`config.mk`:
```
export PLATFORM = sky130hd
export DESIGN_NAME = fewc_top
export DESIGN_NICKNAME = d
export VERILOG_FILES = /design/src/rtl/fewc_pkg.sv /design/src/rtl/fewc_key_seq.sv /design/src/rtl/fewc_top.sv
export SDC_FILE = /design/constraint.sdc
export NUM_CORES = 1
export LEC_CHECK = 0
export BUFFER_PORTS_ARGS = -buffer_cell sky130_fd_sc_hd__buf_2
export CELL_PAD_IN_SITES_DETAIL_PLACEMENT = 1
export CELL_PAD_IN_SITES_GLOBAL_PLACEMENT = 1
export CORE_MARGIN = 2
export CORE_UTILIZATION = 34
export DETAILED_ROUTE_END_ITERATION = 12
export GPL_TIMING_DRIVEN = 0
export PLACE_DENSITY_LB_ADDON = 0.1
export SLEW_MARGIN = 0
export SYNTH_ARGS = -nofsm -noshare
export SYNTH_HDL_FRONTEND = slang
export SYNTH_SLANG_ARGS = --single-unit
```
`constraint.sdc`:
```
create_clock -name i_clock -period 2.42 [get_ports i_clock]
set_clock_uncertainty 0.2 [all_clocks]
set_input_delay 0.484 -clock i_clock [delete_from_list [all_inputs] [get_ports i_clock]]
set_output_delay 0.484 -clock i_clock [all_outputs]
set_load 0.02 [all_outputs]
```
`src/rtl/fewc_pkg.sv`:
```
package fewc_pkg;
  // Special function register addresses
  localparam logic [7:0] ADDR_ERASE_KEY = 8'h94;
  localparam logic [7:0] ADDR_ARM_CTRL = 8'hB2;
  localparam logic [7:0] ADDR_PAGE_SEL = 8'hB7;
  // Erase keys and erased content
  localparam logic [7:0] KEY_MASS = 8'hAA;
  localparam logic [7:0] KEY_PAGE = 8'h55;
  localparam logic [7:0] ERASED_BYTE = 8'hFF;
  // Field positions
  localparam int ARM_BIT = 1;
  localparam int BUSY_BIT = 0;
  localparam int PAGE_LSB = 1;
  localparam int PAGE_W = 7;
  // Flash geometry
  localparam int CE_BASE_SHIFT = 10;
  localparam int CE_PROG_WORDS = 1024;
  localparam int PAGE_SHIFT = 9;
  localparam int FADDR_W = 16;
  // Values after reset
  localparam logic [PAGE_W-1:0] PAGE_RESET = 7'h00;
  localparam logic ARM_RESET = 1'b0;
  localparam logic [7:0] RDATA_RESET = 8'h00;
  // Timing at 40 MHz
  localparam int CLK_PERIOD_NS = 25;
  localparam int WRITE_TIME_NS = 1000;
  localparam int WRITE_CYCLES = (WRITE_TIME_NS + CLK_PERIOD_NS - 1) / CLK_PERIOD_NS;
  localparam int ERASE_TIME_US = 20000;
  localparam int ERASE_CYCLES = (ERASE_TIME_US * 1000 + CLK_PERIOD_NS - 1) / CLK_PERIOD_NS;
  localparam int CNT_W = 24;
  localparam logic [CNT_W-1:0] CNT_RESET = 24'h000000;

  typedef enum logic [1:0] {
    ST_IDLE = 2'b00,
    ST_WRITE = 2'b01,
    ST_ERASE = 2'b10
  } fewc_state_t;
endpackage

```
`src/rtl/fewc_key_seq.sv`:
```
`timescale 1ns/1ps
module fewc_key_seq
  import fewc_pkg::*;
(
  input wire logic i_clock,
  input wire logic i_rstn,
  input wire logic i_clk_en,
  input wire logic i_arm_wr,
  input wire logic i_page_wr,
  input wire logic i_key_wr,
  input wire logic [7:0] i_wdata,
  input wire logic i_debug_port_en,
  input wire logic i_idle,
  output logic o_arm,
  output logic o_page_armed,
  output logic o_mass_go,
  output logic o_page_go
);
  logic arm_reg, arm_next;
  logic page_armed_reg, page_armed_next;
  logic mass_go_reg, mass_go_next;
  logic page_go_reg, page_go_next;

  // Key decode; any key write consumes the pending step so a stale arm cannot fire later
  always_comb begin
    arm_next = arm_reg;
    page_armed_next = page_armed_reg;
    mass_go_next = 1'b0;
    page_go_next = 1'b0;
    if (i_arm_wr) begin
      arm_next = i_wdata[ARM_BIT];
    end
    if (i_page_wr) begin
      page_armed_next = 1'b1;
    end
    if (i_key_wr) begin
      arm_next = 1'b0;
      page_armed_next = 1'b0;
      if (i_wdata == KEY_MASS && arm_reg && i_debug_port_en && i_idle) begin
        mass_go_next = 1'b1;
      end
      if (i_wdata == KEY_PAGE && page_armed_reg && i_idle) begin
        page_go_next = 1'b1;
      end
    end
  end

  always_ff @(posedge i_clock) begin
    if (!i_rstn) begin
      arm_reg <= ARM_RESET;
      page_armed_reg <= 1'b0;
      mass_go_reg <= 1'b0;
      page_go_reg <= 1'b0;
    end else if (i_clk_en) begin
      arm_reg <= arm_next;
      page_armed_reg <= page_armed_next;
      mass_go_reg <= mass_go_next;
      page_go_reg <= page_go_next;
    end
  end

  assign o_arm = arm_reg;
  assign o_page_armed = page_armed_reg;
  assign o_mass_go = mass_go_reg;
  assign o_page_go = page_go_reg;
endmodule

```
`src/rtl/fewc_top.sv`:
```
`timescale 1ns/1ps
module fewc_top
  import fewc_pkg::*;
#(
  parameter int ERASE_CYCLE_COUNT = ERASE_CYCLES
)(
  input wire logic i_clock,
  input wire logic i_rstn,
  input wire logic i_clk_en,
  input wire logic i_sfr_wr,
  input wire logic i_sfr_rd,
  input wire logic [7:0] i_sfr_addr,
  input wire logic [7:0] i_sfr_wdata,
  output logic [7:0] o_sfr_rdata,
  input wire logic i_debug_port_en,
  input wire logic [4:0] i_engine_program_base,
  input wire logic [9:0] i_ce_fetch_word,
  output logic [FADDR_W-1:0] o_ce_fetch_addr,
  input wire logic i_ce_busy,
  input wire logic i_ce_pass_due,
  output logic o_ce_pass_go,
  output logic o_ce_pass_skip,
  input wire logic i_flash_access_speed_select,
  output logic o_flash_speed_sel,
  input wire logic i_program_write_route,
  input wire logic i_store_wr,
  input wire logic [FADDR_W-1:0] i_store_addr,
  input wire logic [7:0] i_store_data,
  output logic o_xram_wr,
  output logic [FADDR_W-1:0] o_xram_addr,
  output logic [7:0] o_xram_wdata,
  output logic o_flash_wr,
  output logic o_flash_page_erase,
  output logic o_flash_mass_erase,
  output logic [FADDR_W-1:0] o_flash_addr,
  output logic [7:0] o_flash_wdata,
  output logic o_flash_busy,
  output logic o_write_rejected_collision,
  output logic o_pass_skipped_collision
);
  localparam logic [CNT_W-1:0] WRITE_LOAD = CNT_W'(WRITE_CYCLES - 1);
  localparam logic [CNT_W-1:0] ERASE_LOAD = CNT_W'(ERASE_CYCLE_COUNT - 1);

  // SFR write decode, used for every register
  function automatic logic sfr_hit(input logic wr, input logic [7:0] addr, input logic [7:0] target);
    sfr_hit = wr && (addr == target);
  endfunction

  fewc_state_t state_reg, state_next;
  logic [CNT_W-1:0] cnt_reg, cnt_next;
  logic [PAGE_W-1:0] page_reg, page_next;
  logic [7:0] rdata_reg, rdata_next;
  logic [FADDR_W-1:0] fetch_reg, fetch_next;
  logic speed_reg, speed_next;
  logic pass_go_reg, pass_go_next, pass_skip_reg, pass_skip_next;
  logic xwr_reg, xwr_next;
  logic [FADDR_W-1:0] xaddr_reg, xaddr_next, faddr_reg, faddr_next;
  logic [7:0] xdata_reg, xdata_next, fdata_reg, fdata_next;
  logic fwr_reg, fwr_next, fpage_reg, fpage_next, fmass_reg, fmass_next;
  logic rej_reg, rej_next, skip_col_reg, skip_col_next;
  logic arm, page_armed, mass_go, page_go, idle;

  assign idle = (state_reg == ST_IDLE);

  fewc_key_seq u_key_seq (
    .i_clock(i_clock),
    .i_rstn(i_rstn),
    .i_clk_en(i_clk_en),
    .i_arm_wr(sfr_hit(i_sfr_wr, i_sfr_addr, ADDR_ARM_CTRL)),
    .i_page_wr(sfr_hit(i_sfr_wr, i_sfr_addr, ADDR_PAGE_SEL)),
    .i_key_wr(sfr_hit(i_sfr_wr, i_sfr_addr, ADDR_ERASE_KEY)),
    .i_wdata(i_sfr_wdata),
    .i_debug_port_en(i_debug_port_en),
    .i_idle(idle),
    .o_arm(arm),
    .o_page_armed(page_armed),
    .o_mass_go(mass_go),
    .o_page_go(page_go)
  );

  // Register file and pass-through controls
  always_comb begin
    page_next = page_reg;
    rdata_next = rdata_reg;
    if (sfr_hit(i_sfr_wr, i_sfr_addr, ADDR_PAGE_SEL)) begin
      page_next = i_sfr_wdata[PAGE_LSB +: PAGE_W];
    end
    // Key register is write only; unmapped reads return zero
    if (i_sfr_rd) begin
      case (i_sfr_addr)
        ADDR_ARM_CTRL: rdata_next = {6'h00, arm, !idle};
        ADDR_PAGE_SEL: rdata_next = {page_reg, 1'b0};
        default: rdata_next = 8'h00;
      endcase
    end
    // Engine code starts on a 1KB boundary
    fetch_next = FADDR_W'({i_engine_program_base, 10'h000}) + FADDR_W'({i_ce_fetch_word, 1'b0});
    // Flash access speed follows its bit
    speed_next = i_flash_access_speed_select;
  end

  always_ff @(posedge i_clock) begin
    if (!i_rstn) begin
      page_reg <= PAGE_RESET;
      rdata_reg <= RDATA_RESET;
      fetch_reg <= '0;
      speed_reg <= 1'b0;
    end else if (i_clk_en) begin
      page_reg <= page_next;
      rdata_reg <= rdata_next;
      fetch_reg <= fetch_next;
      speed_reg <= speed_next;
    end
  end

  // Flash operation sequencer; a pass due in ST_WRITE or ST_ERASE is skipped, and erase starts even while i_ce_busy
  always_comb begin
    state_next = state_reg;
    cnt_next = cnt_reg;
    pass_go_next = 1'b0;
    pass_skip_next = 1'b0;
    xwr_next = 1'b0;
    xaddr_next = xaddr_reg;
    xdata_next = xdata_reg;
    fwr_next = 1'b0;
    fpage_next = 1'b0;
    fmass_next = 1'b0;
    faddr_next = faddr_reg;
    fdata_next = fdata_reg;
    rej_next = 1'b0;
    skip_col_next = 1'b0;
    case (state_reg)
      ST_IDLE: begin
        if (mass_go || page_go) begin
          state_next = ST_ERASE;
          cnt_next = ERASE_LOAD;
          fmass_next = mass_go;
          fpage_next = page_go && !mass_go;
          // Page number scaled to 512-byte page
          faddr_next = FADDR_W'({page_reg, 9'h000});
          fdata_next = ERASED_BYTE;
        end else if (i_store_wr && i_program_write_route) begin
          // Write during engine busy is dropped
          if (i_ce_busy) begin
            rej_next = 1'b1;
          end else begin
            state_next = ST_WRITE;
            cnt_next = WRITE_LOAD;
            fwr_next = 1'b1;
            faddr_next = i_store_addr;
            fdata_next = i_store_data;
          end
        end
      end
      ST_WRITE, ST_ERASE: begin
        if (cnt_reg == CNT_RESET) begin
          state_next = ST_IDLE;
        end else begin
          cnt_next = cnt_reg - CNT_W'(1);
        end
      end
      default: begin
        state_next = ST_IDLE;
      end
    endcase
    // Flash stores outside idle are lost; firmware must pace them
    if (i_store_wr && !i_program_write_route) begin
      // Route bit clear sends the store to XRAM
      xwr_next = 1'b1;
      xaddr_next = i_store_addr;
      xdata_next = i_store_data;
    end
    if (i_ce_pass_due) begin
      if (state_reg == ST_WRITE) begin
        pass_skip_next = 1'b1;
        skip_col_next = 1'b1;
      end else if (state_reg == ST_ERASE) begin
        pass_skip_next = 1'b1;
      end else begin
        pass_go_next = 1'b1;
      end
    end
  end

  always_ff @(posedge i_clock) begin
    if (!i_rstn) begin
      state_reg <= ST_IDLE;
      cnt_reg <= CNT_RESET;
      pass_go_reg <= 1'b0;
      pass_skip_reg <= 1'b0;
      xwr_reg <= 1'b0;
      xaddr_reg <= '0;
      xdata_reg <= 8'h00;
      fwr_reg <= 1'b0;
      fpage_reg <= 1'b0;
      fmass_reg <= 1'b0;
      faddr_reg <= '0;
      fdata_reg <= ERASED_BYTE;
      rej_reg <= 1'b0;
      skip_col_reg <= 1'b0;
    end else if (i_clk_en) begin
      state_reg <= state_next;
      cnt_reg <= cnt_next;
      pass_go_reg <= pass_go_next;
      pass_skip_reg <= pass_skip_next;
      xwr_reg <= xwr_next;
      xaddr_reg <= xaddr_next;
      xdata_reg <= xdata_next;
      fwr_reg <= fwr_next;
      fpage_reg <= fpage_next;
      fmass_reg <= fmass_next;
      faddr_reg <= faddr_next;
      fdata_reg <= fdata_next;
      rej_reg <= rej_next;
      skip_col_reg <= skip_col_next;
    end
  end

  // Outputs straight from flops, except busy, which is decoded from state_reg
  assign o_sfr_rdata = rdata_reg;
  assign o_ce_fetch_addr = fetch_reg;
  assign o_flash_speed_sel = speed_reg;
  assign o_ce_pass_go = pass_go_reg;
  assign o_ce_pass_skip = pass_skip_reg;
  assign o_xram_wr = xwr_reg;
  assign o_xram_addr = xaddr_reg;
  assign o_xram_wdata = xdata_reg;
  assign o_flash_wr = fwr_reg;
  assign o_flash_page_erase = fpage_reg;
  assign o_flash_mass_erase = fmass_reg;
  assign o_flash_addr = faddr_reg;
  assign o_flash_wdata = fdata_reg;
  assign o_flash_busy = !idle;
  assign o_write_rejected_collision = rej_reg;
  assign o_pass_skipped_collision = skip_col_reg;
endmodule

```
* Yosys cells after proc, flatten, opt, wreduce, memory -nomap -nowiden
Index checks and enable logic that the tools add are counted.
** Word-level totals
- ROM bits :: 0
- Flip-flop bits (word level) :: 118
- Input bits :: 66
- RAM bits :: 0
- Memories :: 0
- Latch bits :: 0
- Output and inout bits :: 82
** Cells by class
- Shift-type cells :: 0
- Reductions and logical operators :: 30
- Multipliers :: 0
- Bitwise logic cells :: 0
- Muxes and demuxes :: 46
- Add/sub/neg operators :: 2
- Div/mod/pow operators :: 0
- Equal/unequal tests :: 12
- Order comparisons :: 0
** Operators with widths (number)
- $mux 24 :: 4
- $mux 16 :: 3
- $pmux 24 s2 :: 1
- $eq 8x8->1 const B :: 4
- $mux 1 :: 29
- $logic_not 24->1 :: 1
- $mux 8 :: 3
- $sub 24x1->24 const B :: 1
- $add 15x11->16 :: 1
- $pmux 8 s2 :: 1
- $logic_and 1x1->1 :: 11
- $reduce_and 2->1 :: 5
- $eq 8x7->1 const B :: 1
- $mux 2 :: 4
- $reduce_and 4->1 :: 2
- $reduce_bool 2->1 :: 4
- $reduce_and 5->1 :: 1
- $ne 2x2->1 const B :: 2
- $pmux 2 s2 :: 1
- $logic_not 1->1 :: 3
- $ne 3x1->1 const B :: 1
- $ne 3x2->1 const B :: 1
- $eq 2x1->1 const B :: 1
- $eq 2x2->1 const B :: 1
- other kinds (4) :: 4

* Logic depth before layout (Yosys ltp)
- Depth in word-level cells :: 6
- Mapped depth :: 10

* By module
From an unflattened synthesis, not the netlist that was laid out.
** Unflattened totals
- Cell total of the unflattened synthesis :: 607
- Area total of the unflattened synthesis :: 5158.7 sq um
** By module, submodules not included
- fewc_top :: times used 1, seq. area each 2262.2 sq um, cells each 583, area each 4951.0 sq um
- fewc_key_seq :: times used 1, seq. area each 80.1 sq um, cells each 24, area each 207.7 sq um

* Worst setup path after synthesis
OpenSTA, ideal clock, no wires.
- Kind :: flip-flop to flip-flop
- From :: reg cnt_reg[16]
- To :: reg cnt_reg[10]
- Setup slack :: -26 ps
- Data required time :: 2132 ps
- Path buffers :: 3
- Stages on the path, launching flop included :: 9
- Arrival :: 2158 ps
- Period minus slack after synthesis :: 2446 ps
- Library setup time :: 88 ps
- Cell sequence :: dfxtp_1 > or4_4 > or4_1 > buf_2 > o31ai_4 > buf_6 > buf_8 > a21oi_1 > o32ai_2
** Between the ends
- Longest elaborated chain between the ends :: 3
** Ends and longest elaborated chain
- start: declaration :: RTL line fewc_top.sv:50 : logic [CNT_W-1:0] cnt_reg, cnt_next;
- start signal: assignment :: RTL line fewc_top.sv:203 : cnt_reg <= cnt_next;
- $logic_not 24->1 :: RTL line fewc_top.sv:156 : if (cnt_reg == CNT_RESET) begin
- $ne 2x2->1 (no source line)
- $reduce_and 5->1 (no source line)
Every way passes these cells.
A chain may end at the register's enable or synchronous reset.

* Worst setup path after layout
- From :: reg cnt_reg[19]
- To :: reg cnt_reg[21]
** Between the ends
- Longest elaborated chain between the ends :: 3
** Ends and longest elaborated chain (RTL line)
- $sub 24x1->24 or $logic_not 24->1 (tied branches) :: fewc_top.sv:159, fewc_top.sv:156
- $mux 24 or $ne 2x2->1 (tied branches)
- $pmux 24 s2 or $reduce_and 5->1 (tied branches)
Several ways; a longest one is shown, not always the timed one. The select of a mux whose other input is x is not followed.

==> results.yml <==
worst_setup_path:
  worstSetupStartpointType: "flop"
  reg2reg_slack_ps: -3
  slowest_delay_ps: 530
  crit_chain: "or4_4 > or4_4 > o31ai_4 > buf_6 > buf_8 > buf_6 > nor4_2 > mux2i_1"
  r2r-end: "cnt_reg[21]"
  cp.required_ps: 2510
  path_class: "flop to flop"
  arrival_ps: 2510
  reg2reg_depth: 8
  crit_path_top_delay_cell: "or4_4"
  crit_buf_inv: 3
  critPathTopFamily: "simple AND/OR/NAND/NOR gates"
  r2r-start: "cnt_reg[19]"
  crit_path_max_fanout: 6
  worstSetupEndpointType: "flop"
final_layout:
  diodes: 0
  drive_above_1_share_pct: 31.1
  multi_input_area_mm2: 0.00253
  fillerInstances: 1739
  final_area_mm2: 0.00686
  largest_register_ffs: 24
  layout_commonest_cell: "buf_2"
  final_cell_mix: "buf_2 (145), dfxtp_1 (112), nand2_1 (100)"
  regArea_mm2: 0.00235
  syn_to_final_growth_pct: 38.1
  nets: 840
floorplan:
  fp.coreArea_mm2: 0.0144
  ios: 148
  die_h_um: 125
  start_util_pct: 34.5
  placementRows: 44
  die_area_mm2: 0.0156
  die_w_um: 125
hold_path:
  hold_start: "i_store_data[4]"
  holdPathStages: 3
  hold_end: "o_flash_wdata[4]"
  hp-class: "primary input to flop"
clocking:
  clock-sinks: 117
  ctsHoldBuffers: 0
  ctsHtreeMaxLevel: 4
  cts_buffers: 17
  cts_tree: "yes"
  clk_pin_slew_ps: 60
  cts.path.max_buffers: 2
  clock_latency_ps: 420
  clock-root-buffer: "clkbuf_16"
run_status:
  violations: "setup timing"
  status: "finished, violations left"
synth:
  syn_avg_cell_area_um2: 8.43
  synth_cell_types: 57
  netlist_area_mm2: 0.00497
  async_flop_share_pct: 0
  yosysWarningCount: 0
  synth-edff-count: 0
  synth_area_leaders: "dfxtp_1 (47%), nand2_1 (7.6%), a21oi_1 (6.2%)"
  yosys_register_bits: 117
  synth_top_area_share_pct: 47.1
  synth_cells: 590
  synth-main-ff-cell: "dfxtp_1"
  syn_nets: 662
  synth-seq-area-share_pct: 47.1
  yosysTopAreaCell: "dfxtp_1"
sta:
  setup_viol_count_final: 2
  maxSlewHeadroom_pct: 49.5
  slew_violations: 0
  timing.fmax_ghz: 0.413
  whs_ps: 106
  tightest_slew_ps: 754
  fin_ws_ps: -2.93
  fin_tns_setup_ps: -4.04
  fin_crit_sh_pct: 100
  hold_viol_final: 0
  period_minus_slack_ps: 2420
  rsz0062_at_grt: "true"
global_routing:
  grt_pass1_vias: 5377
  use_met3_pct: 5.24
  antenna_found_initial: 0
  busiest_layer: "met2"
  met1_usage_pct: 27.8
  use_met2_pct: 38.1
  grt_pass1_wl_um: 27900
  overflow: 0
  grtUsageTotal_pct: 22.4
  grt_max_degree: 17
power_and_ir_drop:
  p_int_mw: 4.11
  p_sw_share_pct: 26.4
  switching_power_mw: 1.47
  pwr-share-clk_pct: 49.1
  leakage_nw: 2.86
  peakVddDrop_mv: 0.478
  cellPowerDensity_mw_per_mm2: 813
  p_seq_share_pct: 36.6
  comb_power_share_pct: 14.3
route:
  wl_per_cell_um: 18.3
  drc: 0
  drt_iter0_drc: 192
  routed_wl_um: 17600
  viasPerCell: 5.36
  first_pass_iters: 4
  via_count: 5173
  drtAntennaViolNets: 0
place:
  dp_hpwl_um: 12400
  placed_cell_area_mm2: 0.00594
  gp_congestion: 0.834
  portBuffers: 145
run:
  drv_cap: 0
-- timing repair --
item,CTS,global route
endpoints found under the setup margin,33,27
pin swaps,8,8
setup buffers,11,4
resized for setup,18,31
cloned,2,0
-- metal layers --
metal | routed length, um | vias to the layer above
met2 | 8680 | 154
met1 | 7660 | 2525
met3 | 1070 | 21
met4 | 227 | 0
li1 | - | 2473
met5 | 0 | -
-- power groups by stage --
stage                     clock, mW  sequential [mW]  combinational (mW)
final                          2.74             2.04               0.799
after global routing           2.87             2.05               0.869
after CTS                      2.79             2.04               0.743
after detailed placement          0             2.08               0.695
after global placement            0             2.07               0.676
after floorplan                   0             2.12               0.388
-- synthesized netlist by cell type (3+ instances only) --
master	count
clkbuf_1	32
nor4_1	10
nor2_1	62
or4_1	11
inv_1	10
a21oi_1	62
o31ai_1	7
or2_2	4
a31oi_1	7
a22oi_1	10
a211oi_1	5
dfxtp_1	117
nand4_1	5
o22ai_1	8
mux2i_1	22
o32ai_1	4
nand2_1	101
nand3_1	17
nor4b_1	3
o21ai_0	14
buf_1	4
nor3_1	11
or3_1	9
ha_1	6
buf_4	3
a311oi_1	8
-- worst min-delay path: stages --
cell and delay [ps]:
buf_2 90, o22ai_1 60, nand2_1 60
-- metrics by stage --
| step | power (mW) | worst slack, ps | util [%] | std cells |
|---|---|---|---|---|
| CTS | 5.57 | -132 | 46.7 | 962 |
| detailed placement | 2.77 | -583 | 41.2 | 919 |
| global route | 5.78 | -71.1 | 47.6 | 965 |
| floorplan | 2.51 | -15.9 | - | 590 |
| global placement | 2.75 | -368 | 41.2 | 919 |
| finish | 5.58 | -2.93 | 47.6 | 965 |
-- worst max-delay path by stage --
stage	end	slack (ps)	start	cells past startpoint
detailed placement	cnt_reg[15]	-580	i_ce_busy	5
finish	cnt_reg[21]	-3	cnt_reg[19]	8
floorplan	cnt_reg[10]	-20	cnt_reg[16]	8
global placement	cnt_reg[15]	-370	i_ce_busy	5
CTS	cnt_reg[16]	-130	cnt_reg[19]	8
global route	cnt_reg[16]	-70	cnt_reg[19]	8
-- cell families after synthesis --
kind of cell,count (synthesis),share of synthesized area [%]
simple gates,246,23.2
compound gates,142,18.4
flops,117,47.1
buf+inv,52,4.56
mux,22,4.43
fa+ha+maj,6,1.51
xor+xnor,4,0.705
other cells,1,0.0754
-- layout make-up --
type / count / share of cell area (%)
multi-input cells: 421 / 36.9
clock buffers: 21 / 6.86
well taps: 184 / 3.35
inverters: 10 / 0.547
flip-flops and latches: 117 / 34.2
clock inverters: 11 / 2.52
repair buffers: 162 / 12.9
plain buffers: 39 / 2.72
Note: power is estimated with default switching activity, not from simulation.
